==> src/core/i2c_port_defs.vh <==
// constants for the two-wire register port
`ifndef I2C_PORT_DEFS_VH
`define I2C_PORT_DEFS_VH
`define DEFAULT_SLAVE_ADDRESS     7'h2B
`define ADDR_OVERRIDE_NVM_INDEX   8'h04
`define REG_SPACE_BITS            8
`define STANDARD_RATE_KBPS        100
`define FAST_RATE_KBPS            400
`define SYS_CLK_MHZ               100
`endif

==> src/core/shadow_reg_mem.v <==
// register space memory with registered read port
module shadow_reg_mem #(
    parameter AW = 8,
    parameter DW = 8
) (
    input  wire          sys_clk_in,
    input  wire          wr_en_in,
    input  wire [AW-1:0] wr_addr_in,
    input  wire [DW-1:0] wr_data_in,
    input  wire [AW-1:0] rd_addr_in,
    output reg  [DW-1:0] rd_data_out
);
    reg [DW-1:0] mem_reg [0:(1<<AW)-1];

    // write port and registered read port; no reset so it maps to ram
    always @(posedge sys_clk_in) begin
        if (wr_en_in) begin
            mem_reg[wr_addr_in] <= wr_data_in;
        end
        rd_data_out <= mem_reg[rd_addr_in];
    end
endmodule // shadow_reg_mem

==> src/core/i2c_slave_register_port.v <==
// two-wire slave port into the 8-bit register space
`include "i2c_port_defs.vh"
module i2c_slave_register_port #(
    parameter AW = `REG_SPACE_BITS
) (
    input  wire          sys_clk_in,
    input  wire          srst_in,
    input  wire          scl_in,
    input  wire          sda_in,
    output reg           sda_out,
    output reg           sda_oe_out,
    input  wire          nvm_addr_valid_in,
    input  wire [6:0]    nvm_addr_in,
    input  wire          phase_start_in,
    input  wire [AW-1:0] core_rd_addr_in,
    output reg  [7:0]    core_rd_data_out,
    output reg           apply_strobe_out,
    output reg           busy_out
);
    localparam ST_IDLE = 3'd0;
    localparam ST_ADDR = 3'd1;
    localparam ST_PTR  = 3'd2;
    localparam ST_WR   = 3'd3;
    localparam ST_RD   = 3'd4;
    localparam ST_MACK = 3'd5;

    // ----------------------------------------------------------------
    // pin synchronisers
    // ----------------------------------------------------------------
    reg  [1:0] scl_sync_reg;
    reg  [1:0] sda_sync_reg;
    reg        scl_d_reg;
    reg        sda_d_reg;
    reg  [6:0] own_addr_reg;

    // two flops per pin, then one delay stage for edge finding
    always @(posedge sys_clk_in) begin
        if (srst_in) begin
            scl_sync_reg <= 2'b11;
            sda_sync_reg <= 2'b11;
            scl_d_reg    <= 1'b1;
            sda_d_reg    <= 1'b1;
        end else begin
            scl_sync_reg <= {scl_sync_reg[0], scl_in};
            sda_sync_reg <= {sda_sync_reg[0], sda_in};
            scl_d_reg    <= scl_sync_reg[1];
            sda_d_reg    <= sda_sync_reg[1];
        end
    end

    wire scl_s   = scl_sync_reg[1];
    wire sda_s   = sda_sync_reg[1];
    wire scl_ris = scl_s & ~scl_d_reg;
    wire scl_fal = ~scl_s & scl_d_reg;
    // 10 ns sampling gives ample margin even at the fast rate
    wire start_c = scl_s & scl_d_reg & ~sda_s & sda_d_reg;
    wire stop_c  = scl_s & scl_d_reg & sda_s & ~sda_d_reg;

    // address strap caught after reset release, never under it
    always @(posedge sys_clk_in) begin
        if (srst_in) begin
            own_addr_reg <= `DEFAULT_SLAVE_ADDRESS;
        end else if (nvm_addr_valid_in) begin
            own_addr_reg <= nvm_addr_in;
        end
    end

    // ----------------------------------------------------------------
    // byte engine
    // ----------------------------------------------------------------
    reg  [2:0]    state_reg;
    reg  [7:0]    shift_reg;
    reg  [3:0]    bit_cnt_reg;
    reg           ack_phase_reg;
    reg  [AW-1:0] ptr_reg;
    reg           wr_en_reg;
    reg  [AW-1:0] wr_addr_reg;
    reg  [7:0]    wr_data_reg;
    reg           pending_reg;
    wire [7:0]    rd_data;
    wire [7:0]    core_data;
    // pointer step at full width, so the increment wraps cleanly at the top
    wire [AW-1:0] ptr_step = {{(AW-1){1'b0}}, 1'b1};

    shadow_reg_mem #(.AW(AW), .DW(8)) u_mem ( // all register classes share it
        .sys_clk_in  (sys_clk_in),
        .wr_en_in    (wr_en_reg),
        .wr_addr_in  (wr_addr_reg),
        .wr_data_in  (wr_data_reg),
        .rd_addr_in  (ptr_reg),
        .rd_data_out (rd_data)
    );

    // second read port for the core side: a mirror copy
    shadow_reg_mem #(.AW(AW), .DW(8)) u_core_mem (
        .sys_clk_in  (sys_clk_in),
        .wr_en_in    (wr_en_reg),
        .wr_addr_in  (wr_addr_reg),
        .wr_data_in  (wr_data_reg),
        .rd_addr_in  (core_rd_addr_in),
        .rd_data_out (core_data)
    );

    // bus protocol; bits sampled on rising scl, sda changed on falling
    always @(posedge sys_clk_in) begin
        if (srst_in) begin
            state_reg     <= ST_IDLE;
            shift_reg     <= 8'h00;
            bit_cnt_reg   <= 4'd0;
            ack_phase_reg <= 1'b0;
            ptr_reg       <= {AW{1'b0}};
            wr_en_reg     <= 1'b0;
            wr_addr_reg   <= {AW{1'b0}};
            wr_data_reg   <= 8'h00;
            sda_out       <= 1'b0;
            sda_oe_out    <= 1'b0;
        end else begin
            wr_en_reg <= 1'b0;
            if (stop_c) begin
                state_reg  <= ST_IDLE;
                sda_oe_out <= 1'b0;
            end else if (start_c) begin
                // repeated start also lands here
                state_reg     <= ST_ADDR;
                bit_cnt_reg   <= 4'd0;
                ack_phase_reg <= 1'b0;
                sda_oe_out    <= 1'b0;
            end else if (scl_ris && !ack_phase_reg && state_reg != ST_IDLE
                         && state_reg != ST_RD) begin
                shift_reg   <= {shift_reg[6:0], sda_s};
                bit_cnt_reg <= bit_cnt_reg + 4'd1;
            end else if (scl_ris && state_reg == ST_MACK) begin
                // master ack continues, nack ends the stream
                if (sda_s) begin
                    state_reg     <= ST_IDLE;
                    ack_phase_reg <= 1'b0;
                end else begin
                    // keep the ack phase so the next fall loads a fresh byte
                    state_reg     <= ST_RD;
                    ack_phase_reg <= 1'b1;
                end
                bit_cnt_reg   <= 4'd0;
            end else if (scl_fal) begin
                if (ack_phase_reg) begin
                    // end of an ack slot, ours or the master's
                    ack_phase_reg <= 1'b0;
                    bit_cnt_reg   <= 4'd0;
                    if (state_reg == ST_RD) begin
                        sda_oe_out <= ~rd_data[7]; // first read bit
                        sda_out    <= 1'b0;
                        shift_reg  <= {rd_data[6:0], 1'b1};
                        ptr_reg    <= ptr_reg + ptr_step;
                        bit_cnt_reg <= 4'd1;
                    end else begin
                        sda_oe_out <= 1'b0;
                    end
                end else if (state_reg == ST_RD) begin
                    if (bit_cnt_reg == 4'd8) begin
                        sda_oe_out <= 1'b0; // release for master ack
                        state_reg  <= ST_MACK;
                        ack_phase_reg <= 1'b1;
                    end else begin
                        sda_oe_out  <= ~shift_reg[7];
                        shift_reg   <= {shift_reg[6:0], 1'b1};
                        bit_cnt_reg <= bit_cnt_reg + 4'd1;
                    end
                end else if (bit_cnt_reg == 4'd8 && state_reg != ST_IDLE
                             && state_reg != ST_MACK) begin
                    ack_phase_reg <= 1'b1;
                    case (state_reg)
                        ST_ADDR: begin
                            if (shift_reg[7:1] == own_addr_reg) begin
                                sda_oe_out <= 1'b1;
                                state_reg  <= shift_reg[0] ? ST_RD : ST_PTR;
                            end else begin
                                state_reg  <= ST_IDLE;
                                ack_phase_reg <= 1'b0;
                            end
                        end
                        ST_PTR: begin
                            sda_oe_out <= 1'b1;
                            ptr_reg    <= shift_reg[AW-1:0];
                            state_reg  <= ST_WR;
                        end
                        ST_WR: begin
                            sda_oe_out  <= 1'b1;
                            wr_en_reg   <= 1'b1;
                            wr_addr_reg <= ptr_reg;
                            wr_data_reg <= shift_reg;
                            ptr_reg     <= ptr_reg + ptr_step;
                        end
                        default: begin
                            sda_oe_out <= 1'b0;
                        end
                    endcase
                end
            end
        end
    end

    // ----------------------------------------------------------------
    // apply writes at the next processing phase
    // ----------------------------------------------------------------
    // host writes are taken any time but surfaced only on the phase
    // strobe, so core logic never sees half a burst mid-phase
    always @(posedge sys_clk_in) begin
        if (srst_in) begin
            pending_reg      <= 1'b0;
            apply_strobe_out <= 1'b0;
            busy_out         <= 1'b0;
            core_rd_data_out <= 8'h00;
        end else begin
            apply_strobe_out <= phase_start_in & (pending_reg | wr_en_reg);
            if (wr_en_reg) begin
                pending_reg <= 1'b1; // set wins over clear
            end else if (phase_start_in) begin
                pending_reg <= 1'b0;
            end
            busy_out <= (state_reg != ST_IDLE);
            if (phase_start_in) begin
                core_rd_data_out <= core_data;
            end
        end
    end
endmodule // i2c_slave_register_port

==> config.mk <==
export PLATFORM = sky130hd
export DESIGN_NAME = i2c_slave_register_port
export DESIGN_NICKNAME = d
export VERILOG_FILES = /design/src/core/shadow_reg_mem.v /design/src/core/i2c_slave_register_port.v
export VERILOG_INCLUDE_DIRS = /design/src /design/src/core
export SDC_FILE = /design/constraint.sdc
export NUM_CORES = 2
export LEC_CHECK = 0
export BUFFER_PORTS_ARGS = -buffer_cell sky130_fd_sc_hd__buf_2
export CORE_UTILIZATION = 25
export DETAILED_ROUTE_END_ITERATION = 7
export GPL_TIMING_DRIVEN = 0
export PLACE_DENSITY = 0.47
export RECOVER_POWER = 50
export SLEW_MARGIN = 20
export SYNTH_ARGS = -nofsm -noshare
export SYNTH_HDL_FRONTEND = slang
export SYNTH_SLANG_ARGS = --single-unit
==> constraint.sdc <==
create_clock -name sys_clk_in -period 4.13 [get_ports sys_clk_in]
set_clock_uncertainty 0.1 [all_clocks]
set_input_delay 0.826 -clock sys_clk_in [delete_from_list [all_inputs] [get_ports sys_clk_in]]
set_output_delay 0.826 -clock sys_clk_in [all_outputs]
set_load 0.005 [all_outputs]
==> impl_metrics.py <==
metrics = {
    "global_routing": {
        "global_route.usage.total_pct": 27.6,
        "globalRouteMet2Util_pct": 38.7,
        "maximum_number_of_pins_on_one_net_before_global_route_repair": 71,
        "grt_pass1_vias": 64300,
        "antenna_found_initial": 96,
        "global_route.usage.met1_pct": 34.2,
        "global_route_wire_length_before_repair_um": 710000,
        "grtUsageMet3_pct": 10.5,
        "grt.overflow.total": 0,
        "globalRoute.busiestLayer": "met2",
    },
    "placed_design": {
        "place_hpwl_um": 414000,
        "port_buffers": 24,
        "gpl.final_weighted_congestion": 1.03,
        "area_of_placed_instances_mm2": 0.110,
    },
    "sta": {
        "fmaxAchievable_mhz": 222,
        "worst_slew_pin_slew_ns": 2.62,
        "timing_hold_violations_final": 0,
        "slew_headroom_pct": -74.8,
        "min_period_over_period_pct": 109,
        "setup_viol_count_final": 438,
        "tns_ns": -30.29,
        "timing.final.ws_setup_ns": -0.367,
        "finalWorstPathRequiredPeriod_ns": 4.50,
        "finalMaxSlewViolations": 924,
    },
    "logic_synthesis": {
        "yosys.cell_count.top_type": "sky130_fd_sc_hd__edfxtp_1",
        "synth.top_cell.area_share_pct": 61.5,
        "synth_ff_type": "sky130_fd_sc_hd__edfxtp_1",
        "postSynthAreaPerCell_um2": 18.4,
        "synth.largest_area_cell": "sky130_fd_sc_hd__edfxtp_1",
        "yosysUniqueCellTypes": 76,
        "synth.yosys.seq_area_share_pct": 63.2,
        "syn_area_mm2": 0.0999,
        "yosys_warnings": 0,
        "synth_nets": 5440,
        "post_synth_main_area_contributors": "sky130_fd_sc_hd__edfxtp_1 (62%), sky130_fd_sc_hd__mux4_2 (20%), sky130_fd_sc_hd__mux2i_1 (4.9%)",
        "synth_cells": 5416,
        "count_of_flip_flops_with_a_built_in_enable_after_synthesis": 2048,
        "postSynth.asyncResetShare_pct": 0,
        "synth.top_cells.by_count": "sky130_fd_sc_hd__edfxtp_1 (2,048), sky130_fd_sc_hd__mux4_2 (906), sky130_fd_sc_hd__mux2i_1 (494)",
        "synth_seq_cells": 2130,
    },
    "final_layout": {
        "design_area_mm2": 0.119,
        "syn_to_final_growth_pct": 19.4,
        "drive_above_1_share_pct": 34.4,
        "seq_area_mm2": 0.0631,
        "net_count_reported_at_finish": 5882,
        "largest_register_ffs": 2040,
        "final.fill_count": 38700,
        "multi_input_gate_area_mm2": 0.0350,
    },
    "status": {
        "outcome": "finished, violations left",
        "violations": "max-capacitance violations, max-slew violations, negative setup slack",
    },
    "clock_tree": {
        "clock_tree_from_tritoncts": "yes",
        "cts.reportedPaths.clkPinSlew_ns": 0.06,
        "clk-insertion-delay-late_ns": 0.98,
        "htree_num_levels": 4,
        "numCtsBuffers": 242,
        "clk_path_buf_depth": 4,
        "cts.sinks": 2130,
        "cts_root_buf": "sky130_fd_sc_hd__clkbuf_16",
    },
    "worst_setup_path": {
        "crit_type": "flop to flop",
        "endpoint_kind": "flop",
        "crit_required_ns": 4.76,
        "setup.reg_to_reg.worst_slack_ns": -0.37,
        "critical_path.startpoint_type": "flop",
        "cp.arrival_ns": 5.13,
        "setup.worst_path.start": "ptr_reg[2]$_SDFFE_PP0P_",
        "crit_fanout": 10,
        "worstReg2RegStart": "ptr_reg[2]$_SDFFE_PP0P_",
    },
    "worst_hold_path": {
        "min-delay-start": "nvm_addr_valid_in",
        "worstHoldPathType": "input port to flop",
    },
    "pwr": {
        "seqPwrFrac_pct": 48.8,
        "peakVddDrop_uv": 395,
        "power-per-cell-area_mw_per_mm2": 401,
        "netSwitchingFraction_pct": 23.7,
        "comb_power_share_pct": 5.1,
        "cellLeakagePower_nw": 36.9,
        "power.share.clock_pct": 46.0,
        "power.net_switching_w": 0.0113,
        "power_report.internal_total_w": 0.0365,
    },
    "drt": {
        "drc": 0,
        "drt_wl_total_um": 568000,
        "first_pass_iters": 6,
        "drt-vias-per-instance": 6.12,
        "via_count": 69400,
        "detailedRoute.firstIterationViolations": 13000,
        "wire_per_inst_um": 50.1,
        "postRouteAntennaNets": 0,
    },
    "floorplan": {
        "coreArea_mm2": 0.397,
        "die-width_um": 634,
        "design.portCount": 33,
        "die_h_um": 634,
        "placement_rows": 231,
        "die_area_mm2": 0.402,
        "effective_utilization_at_floorplan_pct": 25.2,
    },
    "run": {
        "max_cap_viol_count": 19,
    },
}
==> layer usage <==
layer,up-vias,wire (um)
met2,6214,234000
li1,24100,-
met5,-,266
met1,37500,207000
met4,24,50700
met3,1540,76200
==> worst max-delay path: stages, from the launching register on <==
cell,delay (ns)
sky130_fd_sc_hd__dfxtp_1,0.32
sky130_fd_sc_hd__buf_2,0.37
sky130_fd_sc_hd__clkbuf_2,0.60
sky130_fd_sc_hd__nand2b_1,0.78
sky130_fd_sc_hd__a21oi_1,0.37
sky130_fd_sc_hd__nand3_2,0.18
sky130_fd_sc_hd__o2111ai_2,0.22
sky130_fd_sc_hd__o211ai_1,0.19
sky130_fd_sc_hd__a222oi_1,1.08
==> logic make-up after synthesis <==
| kind of cell | count (synthesis) | share of synthesized area (%) |
|---|---|---|
| compound gates | 662 | 4.76 |
| xor+xnor | 9 | 0.0789 |
| fa+ha+maj | 3 | 0.0376 |
| buf+inv | 453 | 2.85 |
| flops | 2130 | 63.2 |
| mux | 1439 | 25.9 |
| other cells | 1 | 0.00375 |
| simple gates | 719 | 3.23 |
==> cell type report <==
class                   count  share of cell area, %
well taps                5242                   5.50
diodes                     36                 0.0755
clock buffers             314                   5.45
inverters                  16                 0.0535
plain buffers             432                   3.13
flip-flops and latches   2130                   52.9
repair buffers            203                   2.49
multi-input cells        2833                   29.3
clock inverters           132                   1.09
==> per-stage QoR <==
stage / setup WS [ns] / cells / hold slack (ns) / util, % / total power (W)
2_1_floorplan: 1.19 / 5416 / 0.289 / - / 0.0249
3_3_place_gp: -3.75 / 10700 / 0.301 / 26.9 / 0.0260
3_5_place_dp: -2.37 / 10800 / 0.315 / 27.8 / 0.0261
4_1_cts: 0.000243 / 11300 / 0.0617 / 30.1 / 0.0476
5_1_grt: -0.0136 / 11300 / 0.142 / 30.0 / 0.0484
6_report: -0.367 / 11300 / 0.0924 / 30.1 / 0.0478
==> cells in the final DEF, fill, tap and decap left out, drive strengths merged, types with 21 or more instances in the layout <==
master,count
nand2,139
nor4,26
clkinv,94
inv,22
mux4,909
mux2,36
a22oi,68
o21ai,57
nor2b,34
o22ai,78
nor3,63
o221ai,115
nand3,42
diode,36
dfxtp,82
a221oi,57
nor2,336
o311ai,21
clkbuf,514
a21oi,132
buf,420
mux2i,494
edfxtp,2048
a211oi,22
==> final timing paths <==
| check | depth (start not counted) | end |
|---|---|---|
| max | 8 | u_mem.rd_data_out[6]$_DFF_P_ |
| min | 3 | own_addr_reg[0]$_SDFFE_PP1P_ |
| max reg2reg | 8 | u_mem.rd_data_out[6]$_DFF_P_ |
| min reg2reg | 1 | sda_sync_reg[1]$_SDFF_PP1_ |
==> what timing repair did <==
action                                  4_1_cts  5_1_grt
setup buffers                                26        0
gates resized for setup                     322       65
endpoints found under the hold margin         9        0
hold buffers                                  9        0
endpoints found under the setup margin      333      283
pin swaps                                     5        6
==> power by group through the flow <==
stage	clock network, W	registers [W]	logic, W
3_5_place_dp	0	0.0238	0.00231
2_1_floorplan	0	0.0238	0.00114
4_1_cts	0.0220	0.0233	0.00234
3_3_place_gp	0	0.0238	0.00223
5_1_grt	0.0227	0.0233	0.00239
6_report	0.0220	0.0233	0.00244
Power figures use the tool's default switching activity.
